[config.mk]
export PLATFORM = sky130hd
export DESIGN_NAME = icsr_top
export DESIGN_NICKNAME = d
export VERILOG_FILES = /design/src/icsr_pkg.sv /design/src/icsr_edge_detect.sv /design/src/icsr_prox_timer.sv /design/src/icsr_top.sv
export SDC_FILE = /design/constraint.sdc
export NUM_CORES = 1
export LEC_CHECK = 0
export BUFFER_PORTS_ARGS = -buffer_cell sky130_fd_sc_hd__buf_2
export CAP_MARGIN = 15
export CELL_PAD_IN_SITES_DETAIL_PLACEMENT = 1
export CELL_PAD_IN_SITES_GLOBAL_PLACEMENT = 2
export CORE_ASPECT_RATIO = 1.5
export CORE_MARGIN = 4
export CORE_UTILIZATION = 34
export CTS_BUF_LIST = sky130_fd_sc_hd__clkbuf_4 sky130_fd_sc_hd__clkbuf_8
export DETAILED_ROUTE_END_ITERATION = 16
export PLACE_DENSITY = 0.82
export SYNTH_ARGS = -nofsm -noshare
export SYNTH_HDL_FRONTEND = slang
export SYNTH_SLANG_ARGS = --single-unit
[constraint.sdc]
create_clock -name i_clock -period 2.7 [get_ports i_clock]
set_input_delay 0.54 -clock i_clock [delete_from_list [all_inputs] [get_ports i_clock]]
set_output_delay 0.54 -clock i_clock [all_outputs]
set_load 0.01 [all_outputs]
[src/icsr_pkg.sv]
package icsr_pkg;

	// ****************************************
	// register map
	// ****************************************
	localparam logic [3:0] ICSR_OFF_CONTROL = 4'h0;
	localparam logic [3:0] ICSR_OFF_STATUS = 4'h4;
	localparam logic [3:0] ICSR_OFF_RELOAD = 4'h8;
	localparam int ICSR_ADDR_W = 4;

	// ****************************************
	// control word fields
	// ****************************************
	localparam int ICSR_CTL_SHADOW_BIT = 16;
	localparam int ICSR_CTL_HALT_BIT = 14;
	localparam int ICSR_CTL_MULTI_BIT = 12;
	localparam int ICSR_CTL_THR_LSB = 8;
	localparam int ICSR_CTL_EDGE_LSB = 0;
	localparam int ICSR_NUM_EXT = 5;

	// ****************************************
	// status word fields
	// ****************************************
	localparam int ICSR_STAT_LEVEL_LSB = 8;
	localparam int ICSR_STAT_INDEX_LSB = 0;
	localparam int ICSR_PRIO_W = 3;
	localparam int ICSR_VEC_W = 6;

	// ****************************************
	// reset values and responses
	// ****************************************
	localparam logic [31:0] ICSR_RST_WORD = 32'h0000_0000;
	localparam logic [2:0] ICSR_THR_OFF = 3'h0;
	localparam logic [1:0] ICSR_RESP_OKAY = 2'h0;
	localparam logic [1:0] ICSR_RESP_SLVERR = 2'h2;
	localparam logic [31:0] ICSR_TMR_ONE = 32'h0000_0001;

	typedef enum logic [1:0] {
		ICSR_TMR_IDLE = 2'b00,
		ICSR_TMR_COUNT = 2'b01,
		ICSR_TMR_PASS = 2'b10
	} icsr_tmr_e;

endpackage

[src/icsr_edge_detect.sv]
`timescale 1ns/1ps
module icsr_edge_detect import icsr_pkg::*; (
	input wire logic i_clock,
	input wire logic i_srst,
	input wire logic [ICSR_NUM_EXT-1:0] i_pins,
	input wire logic [ICSR_NUM_EXT-1:0] i_rising_sel,
	output logic [ICSR_NUM_EXT-1:0] o_event
);

	// ****************************************
	// per input synchroniser and edge select
	// ****************************************
	genvar g;
	generate
		for (g = 0; g < ICSR_NUM_EXT; g = g + 1) begin : g_ch
			logic meta_q, meta_d, sync_q, sync_d, prev_q, prev_d, ev_q, ev_d;
			always_comb begin
				meta_d = i_pins[g];
				sync_d = meta_q;
				prev_d = sync_q;
				// rising when select is one, falling when zero
				ev_d = i_rising_sel[g] ? (sync_q & ~prev_q) : (~sync_q & prev_q);
			end
			always_ff @(posedge i_clock) begin
				if (i_srst) begin
					meta_q <= 1'b0;
					sync_q <= 1'b0;
					prev_q <= 1'b0;
					ev_q <= 1'b0;
				end else begin
					meta_q <= meta_d;
					sync_q <= sync_d;
					prev_q <= prev_d;
					ev_q <= ev_d;
				end
			end
			assign o_event[g] = ev_q;
		end
	endgenerate

endmodule

[src/icsr_prox_timer.sv]
`timescale 1ns/1ps
module icsr_prox_timer import icsr_pkg::*; (
	input wire logic i_clock,
	input wire logic i_srst,
	input wire logic i_run,
	input wire logic [ICSR_PRIO_W-1:0] i_threshold,
	input wire logic [31:0] i_reload,
	input wire logic i_req_valid,
	input wire logic [ICSR_PRIO_W-1:0] i_req_priority,
	output logic o_hold,
	output logic o_busy
);

	icsr_tmr_e state_q, state_d;
	logic [31:0] count_q, count_d;
	logic low_req;

	// ****************************************
	// next state
	// ****************************************
	always_comb begin
		// zero threshold never defers
		low_req = i_req_valid && (i_threshold != ICSR_THR_OFF) &&
			(i_req_priority <= i_threshold);
		state_d = state_q;
		count_d = count_q;
		if (i_run) begin
			unique case (state_q)
				ICSR_TMR_IDLE: begin
					if (low_req) begin
						count_d = i_reload;
						state_d = (i_reload == ICSR_RST_WORD) ? ICSR_TMR_PASS : ICSR_TMR_COUNT;
					end
				end
				ICSR_TMR_COUNT: begin
					count_d = count_q - ICSR_TMR_ONE;
					if (count_q == ICSR_TMR_ONE) begin
						state_d = ICSR_TMR_PASS;
					end
				end
				ICSR_TMR_PASS: begin
					if (!low_req) begin
						state_d = ICSR_TMR_IDLE;
					end
				end
				default: begin
					state_d = ICSR_TMR_IDLE;
				end
			endcase
		end
		o_hold = low_req && (state_q != ICSR_TMR_PASS);
		o_busy = (state_q == ICSR_TMR_COUNT);
	end

	always_ff @(posedge i_clock) begin
		if (i_srst) begin
			state_q <= ICSR_TMR_IDLE;
			count_q <= ICSR_RST_WORD;
		end else begin
			state_q <= state_d;
			count_q <= count_d;
		end
	end

endmodule

[src/icsr_top.sv]
// The AXI4-Lite interface to the registers and the placing of the registers were decided locally.
`timescale 1ns/1ps
// Overview of operation
// - in single-vector mode with the shadow bit set, a presented vector carries a shadow set flag.
// - with the halt bit set and the core in debug mode, presentation and the timer stand still.
// - the halt bit takes writes only in debug mode and is forced to zero otherwise.
// - the multi-handler bit selects multi-vector mode when one, single-vector when zero.
// - a threshold n of 1 to 7 makes any request of priority n or lower start the timer.
// - a threshold of zero disables the timer so nothing is deferred.
// - each of five external inputs detects rising edges when its bit is one, falling when zero.
// - the status level field holds the priority of the latest presented request.
// - the status index field holds the six-bit vector of the latest presented request.
// - a triggering request loads the timer from the 32-bit reload register.
// - after reset all control bits, the reload value and the status fields are zero.
module icsr_top import icsr_pkg::*; (
	input wire logic i_clock,
	input wire logic i_srst,
	input wire logic [ICSR_ADDR_W-1:0] i_awaddr,
	input wire logic [2:0] i_awprot,
	input wire logic i_awvalid,
	output logic o_awready,
	input wire logic [31:0] i_wdata,
	input wire logic [3:0] i_wstrb,
	input wire logic i_wvalid,
	output logic o_wready,
	output logic [1:0] o_bresp,
	output logic o_bvalid,
	input wire logic i_bready,
	input wire logic [ICSR_ADDR_W-1:0] i_araddr,
	input wire logic [2:0] i_arprot,
	input wire logic i_arvalid,
	output logic o_arready,
	output logic [31:0] o_rdata,
	output logic [1:0] o_rresp,
	output logic o_rvalid,
	input wire logic i_rready,
	input wire logic i_debug_mode,
	input wire logic [ICSR_NUM_EXT-1:0] i_ext_irq,
	input wire logic i_req_valid,
	input wire logic [ICSR_PRIO_W-1:0] i_req_priority,
	input wire logic [ICSR_VEC_W-1:0] i_req_vector,
	output logic [ICSR_NUM_EXT-1:0] o_ext_event,
	output logic o_cpu_irq,
	output logic [ICSR_PRIO_W-1:0] o_cpu_priority,
	output logic [ICSR_VEC_W-1:0] o_cpu_vector,
	output logic o_cpu_shadow_set,
	output logic o_multi_vector,
	output logic o_frozen
);

	// ****************************************
	// state
	// ****************************************
	logic shadow_q, shadow_d;
	logic halt_q, halt_d;
	logic multi_q, multi_d;
	logic [ICSR_PRIO_W-1:0] thr_q, thr_d;
	logic [ICSR_NUM_EXT-1:0] edge_sel_q, edge_sel_d;
	logic [31:0] reload_q, reload_d;
	logic [ICSR_PRIO_W-1:0] level_q, level_d;
	logic [ICSR_VEC_W-1:0] index_q, index_d;
	logic irq_q, irq_d;
	logic shadow_out_q, shadow_out_d;
	logic frozen_q, frozen_d;
	logic aw_hold_q, aw_hold_d;
	logic w_hold_q, w_hold_d;
	logic awready_q, awready_d;
	logic wready_q, wready_d;
	logic bvalid_q, bvalid_d;
	logic [1:0] bresp_q, bresp_d;
	logic [ICSR_ADDR_W-1:0] waddr_q, waddr_d;
	logic [31:0] wdata_q, wdata_d;
	logic [3:0] wstrb_q, wstrb_d;
	logic arready_q, arready_d;
	logic rvalid_q, rvalid_d;
	logic [31:0] rdata_q, rdata_d;
	logic [1:0] rresp_q, rresp_d;
	logic [31:0] ctl_word, stat_word, merged;
	logic do_write, hold;
	logic [ICSR_NUM_EXT-1:0] ext_event;

	// ****************************************
	// submodules
	// ****************************************
	icsr_edge_detect u_edge (
		.i_clock(i_clock),
		.i_srst(i_srst),
		.i_pins(i_ext_irq),
		.i_rising_sel(edge_sel_q),
		.o_event(ext_event)
	);

	icsr_prox_timer u_timer (
		.i_clock(i_clock),
		.i_srst(i_srst),
		.i_run(~frozen_q),
		.i_threshold(thr_q),
		.i_reload(reload_q),
		.i_req_valid(i_req_valid),
		.i_req_priority(i_req_priority),
		.o_hold(hold),
		.o_busy()
	);

	// ****************************************
	// register views
	// ****************************************
	always_comb begin
		ctl_word = ICSR_RST_WORD;
		ctl_word[ICSR_CTL_SHADOW_BIT] = shadow_q;
		ctl_word[ICSR_CTL_HALT_BIT] = halt_q;
		ctl_word[ICSR_CTL_MULTI_BIT] = multi_q;
		ctl_word[ICSR_CTL_THR_LSB +: ICSR_PRIO_W] = thr_q;
		ctl_word[ICSR_CTL_EDGE_LSB +: ICSR_NUM_EXT] = edge_sel_q;
		stat_word = ICSR_RST_WORD;
		stat_word[ICSR_STAT_LEVEL_LSB +: ICSR_PRIO_W] = level_q;
		stat_word[ICSR_STAT_INDEX_LSB +: ICSR_VEC_W] = index_q;
	end

	// ****************************************
	// write channel
	// ****************************************
	always_comb begin
		aw_hold_d = aw_hold_q;
		w_hold_d = w_hold_q;
		waddr_d = waddr_q;
		wdata_d = wdata_q;
		wstrb_d = wstrb_q;
		bvalid_d = bvalid_q;
		bresp_d = bresp_q;
		if (i_awvalid && awready_q) begin
			aw_hold_d = 1'b1;
			waddr_d = i_awaddr;
		end
		if (i_wvalid && wready_q) begin
			w_hold_d = 1'b1;
			wdata_d = i_wdata;
			wstrb_d = i_wstrb;
		end
		if (bvalid_q && i_bready) begin
			bvalid_d = 1'b0;
		end
		do_write = aw_hold_q && w_hold_q && !bvalid_q;
		if (do_write) begin
			aw_hold_d = 1'b0;
			w_hold_d = 1'b0;
			bvalid_d = 1'b1;
			bresp_d = (waddr_q == ICSR_OFF_CONTROL || waddr_q == ICSR_OFF_STATUS ||
				waddr_q == ICSR_OFF_RELOAD) ? ICSR_RESP_OKAY : ICSR_RESP_SLVERR;
		end
		awready_d = !aw_hold_d;
		wready_d = !w_hold_d;
		merged = ICSR_RST_WORD;
		for (int b = 0; b < 4; b++) begin
			merged[8*b +: 8] = wstrb_q[b] ? wdata_q[8*b +: 8] :
				((waddr_q == ICSR_OFF_RELOAD) ? reload_q[8*b +: 8] : ctl_word[8*b +: 8]);
		end
	end

	// ****************************************
	// control registers
	// ****************************************
	always_comb begin
		shadow_d = shadow_q;
		halt_d = halt_q;
		multi_d = multi_q;
		thr_d = thr_q;
		edge_sel_d = edge_sel_q;
		reload_d = reload_q;
		if (do_write && waddr_q == ICSR_OFF_CONTROL) begin
			shadow_d = merged[ICSR_CTL_SHADOW_BIT];
			multi_d = merged[ICSR_CTL_MULTI_BIT];
			thr_d = merged[ICSR_CTL_THR_LSB +: ICSR_PRIO_W];
			edge_sel_d = merged[ICSR_CTL_EDGE_LSB +: ICSR_NUM_EXT];
			if (i_debug_mode) begin
				halt_d = merged[ICSR_CTL_HALT_BIT];
			end
		end
		if (!i_debug_mode) begin
			halt_d = 1'b0;
		end
		if (do_write && waddr_q == ICSR_OFF_RELOAD) begin
			reload_d = merged;
		end
		frozen_d = halt_d && i_debug_mode;
	end

	// ****************************************
	// presentation to the core
	// ****************************************
	always_comb begin
		irq_d = irq_q;
		level_d = level_q;
		index_d = index_q;
		shadow_out_d = shadow_out_q;
		if (!frozen_q) begin
			irq_d = i_req_valid && !hold;
			shadow_out_d = i_req_valid && !hold && shadow_q && !multi_q;
			if (i_req_valid && !hold) begin
				level_d = i_req_priority;
				index_d = i_req_vector;
			end
		end
	end

	// ****************************************
	// read channel
	// ****************************************
	always_comb begin
		rvalid_d = rvalid_q;
		rdata_d = rdata_q;
		rresp_d = rresp_q;
		if (rvalid_q && i_rready) begin
			rvalid_d = 1'b0;
		end
		if (i_arvalid && arready_q) begin
			rvalid_d = 1'b1;
			rresp_d = ICSR_RESP_OKAY;
			unique case (i_araddr)
				ICSR_OFF_CONTROL: rdata_d = ctl_word;
				ICSR_OFF_STATUS: rdata_d = stat_word;
				ICSR_OFF_RELOAD: rdata_d = reload_q;
				default: begin
					rdata_d = ICSR_RST_WORD;
					rresp_d = ICSR_RESP_SLVERR;
				end
			endcase
		end
		arready_d = !rvalid_d;
	end

	// ****************************************
	// registers
	// ****************************************
	always_ff @(posedge i_clock) begin
		if (i_srst) begin
			// all zero after reset
			shadow_q <= 1'b0;
			halt_q <= 1'b0;
			multi_q <= 1'b0;
			thr_q <= ICSR_THR_OFF;
			edge_sel_q <= '0;
			reload_q <= ICSR_RST_WORD;
			level_q <= '0;
			index_q <= '0;
			irq_q <= 1'b0;
			shadow_out_q <= 1'b0;
			frozen_q <= 1'b0;
			aw_hold_q <= 1'b0;
			w_hold_q <= 1'b0;
			awready_q <= 1'b0;
			wready_q <= 1'b0;
			bvalid_q <= 1'b0;
			bresp_q <= ICSR_RESP_OKAY;
			waddr_q <= '0;
			wdata_q <= ICSR_RST_WORD;
			wstrb_q <= '0;
			arready_q <= 1'b0;
			rvalid_q <= 1'b0;
			rdata_q <= ICSR_RST_WORD;
			rresp_q <= ICSR_RESP_OKAY;
		end else begin
			shadow_q <= shadow_d;
			halt_q <= halt_d;
			multi_q <= multi_d;
			thr_q <= thr_d;
			edge_sel_q <= edge_sel_d;
			reload_q <= reload_d;
			level_q <= level_d;
			index_q <= index_d;
			irq_q <= irq_d;
			shadow_out_q <= shadow_out_d;
			frozen_q <= frozen_d;
			aw_hold_q <= aw_hold_d;
			w_hold_q <= w_hold_d;
			awready_q <= awready_d;
			wready_q <= wready_d;
			bvalid_q <= bvalid_d;
			bresp_q <= bresp_d;
			waddr_q <= waddr_d;
			wdata_q <= wdata_d;
			wstrb_q <= wstrb_d;
			arready_q <= arready_d;
			rvalid_q <= rvalid_d;
			rdata_q <= rdata_d;
			rresp_q <= rresp_d;
		end
	end

	// ****************************************
	// outputs
	// ****************************************
	assign o_awready = awready_q;
	assign o_wready = wready_q;
	assign o_bvalid = bvalid_q;
	assign o_bresp = bresp_q;
	assign o_arready = arready_q;
	assign o_rvalid = rvalid_q;
	assign o_rdata = rdata_q;
	assign o_rresp = rresp_q;
	assign o_ext_event = ext_event;
	assign o_cpu_irq = irq_q;
	assign o_cpu_priority = level_q;
	assign o_cpu_vector = index_q;
	assign o_cpu_shadow_set = shadow_out_q;
	assign o_multi_vector = multi_q;
	assign o_frozen = frozen_q;

endmodule

==> summary.txt <==
Worst setup path
  – Critical Path, Cell by Cell: inv_1 > ha_1 > or4b_1 > nor3_1 > nand2_1 > xnor2_1 > a221oi_1 > nor2_1
  – Setup Crit Path Kind: reg2reg
  – CP required: 3.07 ns
  – Worst-case reg-to-reg path depth: 8
  – Reg-to-reg setup timing slack: 0.22 ns
  – Number of buffers and inverters on the critical path: 1
  – Worst reg2reg endpoint: u_timer.count_q[14]
  – Critical path endpoint category: flip-flop
  – Arrival time of data at the critical path endpoint: 2.84 ns
  – Largest incremental delay on the critical path: 0.59 ns
  – Startpoint type of the worst setup path: flip-flop
  – Critical-path top delay cell: sky130_fd_sc_hd__or4b_1
  – Maximum fanout along the worst path: 6
  – Delay-heaviest family, CP: simple AND/OR/NAND/NOR gates
  – Reg-to-reg startpoint: u_timer.count_q[0]

Power and ir drop
  – Pleak: 3.53 nW
  – Worst VDD drop: 0.268 mV
  – PD cells: 546 nW/µm²

STA
  – Remaining max-slew budget at the tightest pin: 42.1%
  – Post-route minimum period: 2.48 ns
  – Transition time at the pin with the least slew margin: 0.868 ns
  – Max-slew violation count: 0
  – Clock Skew: 0.00943 ns
  – Post-route setup TNS: 0 ns
  – Share of the cycle needed by the critical path after routing: 91.7%
  – Final setup fails: 0
  – Final hold viol count: 0
  – Setup repair after global routing missed its margin: false
  – Maximum clock frequency: 404 MHz

Detailed routing
  – Overall via count from detail_route: 7,377
  – DRC errors left: 0
  – Count of antenna-violating nets left after detailed routing: 0
  – Per-cell via count in the routed design: 5.38
  – Drt pass-1 iters: 5
  – Number of DRC markers after the initial detailed-route iteration: 388
  – Post-detailed-route wirelength per cell: 18.2 µm
  – WL final: 24,900 µm

Placement
  – Dpl cells: 1,341
  – Half-perimeter wire length after placement: 18,300 µm
  – Final weighted congestion in routability-driven placement: 0.838
  – Port-buffer cells: 123

CTS
  – # H-tree levels: 4
  – Worst-case clock buffer depth: 2
  – Insertion delay of the later-clocked pin in the worst-skew pair: 0.47 ns
  – Number of sinks driven by the clock tree: 189
  – Post-CTS setup-driven buffer insertion count: 0
  – Number of CTS-inserted buffers: 17
  – Clock Tree Root: sky130_fd_sc_hd__clkbuf_8
  – Total of hold buffers inserted after clock tree synthesis: 0
  – TritonCTS clock tree: done
  – Number of resized instances in the post-cts repair step: 0
  – Clock Pin Slew Worst Setup and Hold Paths: 0.10 ns

GRT
  – Initial antenna violation count: 1
  – Final global-route overflow total: 0
  – Number of global-route vias before repair: 7,494
  – Total routing usage reported by global routing: 19.3%
  – Pin count of the biggest net entering global routing: 49
  – First-pass GRT wire length: 40,300 µm

Yosys
  – Share of async-settable or async-resettable flops after synthesis: 0%
  – Syn. warnings: 0
  – Post-synthesis share of cell area spent on full adders, half adders and majority gates: 0.788%
  – Top cells by area, synth: sky130_fd_sc_hd__dfxtp_1 48%, sky130_fd_sc_hd__a21oi_1 9.3%, sky130_fd_sc_hd__nand2_1 8.1%, sky130_fd_sc_hd__nand3_1 4.3%, sky130_fd_sc_hd__nor2_1 3.5%
  – Mux share of post-synthesis cell area: 1.13%
  – Flops & latches, synth: 189
  – Dominant combinational cell family by area after synthesis: simple AND/OR/NAND/NOR gates
  – Number of distinct standard cells referenced by the synthesized netlist: 65
  – Post-Synth Simple-Gate Area: 25.5%
  – Cells after synthesis: 976
  – Top flip-flop cell by instance count after synthesis: sky130_fd_sc_hd__dfxtp_1
  – Count of flip-flops with a built-in enable after synthesis: 0
  – Most used standard cells in the synthesized netlist: 189 x sky130_fd_sc_hd__dfxtp_1, 172 x sky130_fd_sc_hd__nand2_1, 147 x sky130_fd_sc_hd__a21oi_1
  – Compound-Gate Fraction of Synth Area: 18.8%
  – Post-synthesis share of cell area spent on xor and xnor gates: 0.883%
  – Avg Inst Size Synth: 8.13 µm²
  – Post-synth top area cell: sky130_fd_sc_hd__dfxtp_1
  – Fraction of the yosys area taken by sequential cells: 47.7%
  – Fraction of post-synthesis cell area in the top cell type by area: 47.7%
  – Most frequently used cell type in the post-synthesis netlist: sky130_fd_sc_hd__dfxtp_1
  – Cell Area, Synth: 7940 µm²

Die
  – Row count: 68
  – Overall die area: 25,900 µm²
  – Boundary Pins: 132
  – Total core area: 23,000 µm²
  – Initial Utilization: 34.6%
  – Chip Height: 195 µm
  – Width of the die: 133 µm

Layout
  – Final cell count without fillers: 1,372
  – Layout overhead on the synthesized area: 16.6%
  – Final-stage net count: 1,158
  – N_diodes: 0
  – Share of post-route cells with drive strength above 1: 19.5%

Run status
  – Run status: finished clean

Hold path
  – Endpoint of the worst hold-timing path: u_edge.g_ch[0].meta_q
  – Path category of the worst min-delay check: in2reg
  – Min-delay src: i_ext_irq[0]
  – Hold depth: 2

Job
  – Number of maximum-capacitance violations: 0
==> cell usage in the layout (no fill, tap or decap), drive strengths merged, types with 17 or more instances in the layout <==
master,count
a21oi,147
buf,156
clkbuf,20
dfxtp,189
inv,18
nand2,173
nand3,69
nor2,73
nor2b,18
nor3,17
o21ai,35
==> worst reg2reg max path: cells and delay by family, from the launching register on <==
| family | cells | cell delay, ns |
|---|---|---|
| adders and majority gates | 1 | 0.23 |
| AOI/OAI and AO/OA | 1 | 0.27 |
| xor gates and xnor gates | 1 | 0.15 |
| buffers and inverters | 1 | 0.13 |
| and+or+nand+nor | 4 | 1.22 |
| DFF | 1 | 0.38 |
==> area by class of cell <==
cell class	instances	area, µm²
Tap cell	280	350
Timing Repair Buffer	156	903
Fill cell	2845	13700
Multi-Input combinational cell	699	3770
Clock buffer	20	275
Inverter	17	63.8
Clock inverter	11	109
Sequential cell	189	3780
==> through the flow <==
step	hold WS, ns	worst slack, ns	power (W)	util [%]	area, µm²
2_1_floorplan	0.414	0.355	0.00315	-	7940
3_3_place_gp	0.416	0.201	0.00328	38.6	8870
3_5_place_dp	0.427	0.160	0.00329	38.6	8870
4_1_cts	0.244	0.251	0.00512	40.3	9260
5_1_grt	0.243	0.105	0.00528	40.3	9260
6_report	0.277	0.224	0.00506	40.3	9260
==> registers in the layout (all words and copies together), names as in the netlist, 4 cells and up <==
register            cells
wdata_q                32
reload_q               32
u_edge.g_ch.prev_d      5
u_edge.g_ch.ev_q        5
u_edge.g_ch.prev_q      5
u_timer.count_q        32
edge_sel_q              5
o_rdata                32
o_cpu_vector            6
u_edge.g_ch.meta_q      5
waddr_q                 4
wstrb_q                 4
==> cells by family (layout without fill, tap and decap cells) <==
kind of cell | Yosys count | count (layout)
other | 1 | 2
DFF | 189 | 189
muxes | 9 | 9
and+or+nand+nor | 421 | 421
adders and majority gates | 5 | 5
AOI/OAI and AO/OA | 254 | 254
xor gates and xnor gates | 8 | 8
buffers and inverters | 89 | 204
==> power by group <==
part | switching [W] | internal [W] | leakage (nW) | total [W]
registers | 0.0000454 | 0.00284 | 1.53 | 0.00289
clock network | 0.00103 | 0.000806 | 0.184 | 0.00184
logic | 0.000203 | 0.000128 | 1.81 | 0.000330
total | 0.00128 | 0.00378 | 3.53 | 0.00506
==> metal layers <==
layer  up-vias  GRT usage, %  share of wire (%)
li1       3634             -                  -
met1      3571          24.2                 44
met2       147          34.0                 51
met3        23          3.35                3.6
met4         2          5.55                1.5
met5         -             0              0.028
==> worst max-delay path by stage <==
stage | from | endpoint | slack (ns) | cells past startpoint
6_report | u_timer.count_q[0] | u_timer.count_q[14] | 0.22 | 8
5_1_grt | u_timer.count_q[0] | u_timer.count_q[14] | 0.11 | 8
4_1_cts | u_timer.count_q[0] | u_timer.count_q[14] | 0.25 | 8
3_5_place_dp | i_req_priority[1] | u_timer.count_q[6] | 0.16 | 8
3_3_place_gp | i_req_priority[1] | u_timer.count_q[8] | 0.20 | 8
2_1_floorplan | i_req_priority[1] | u_timer.count_q[15] | 0.36 | 8
Note: power is estimated with default switching activity, not from simulation.
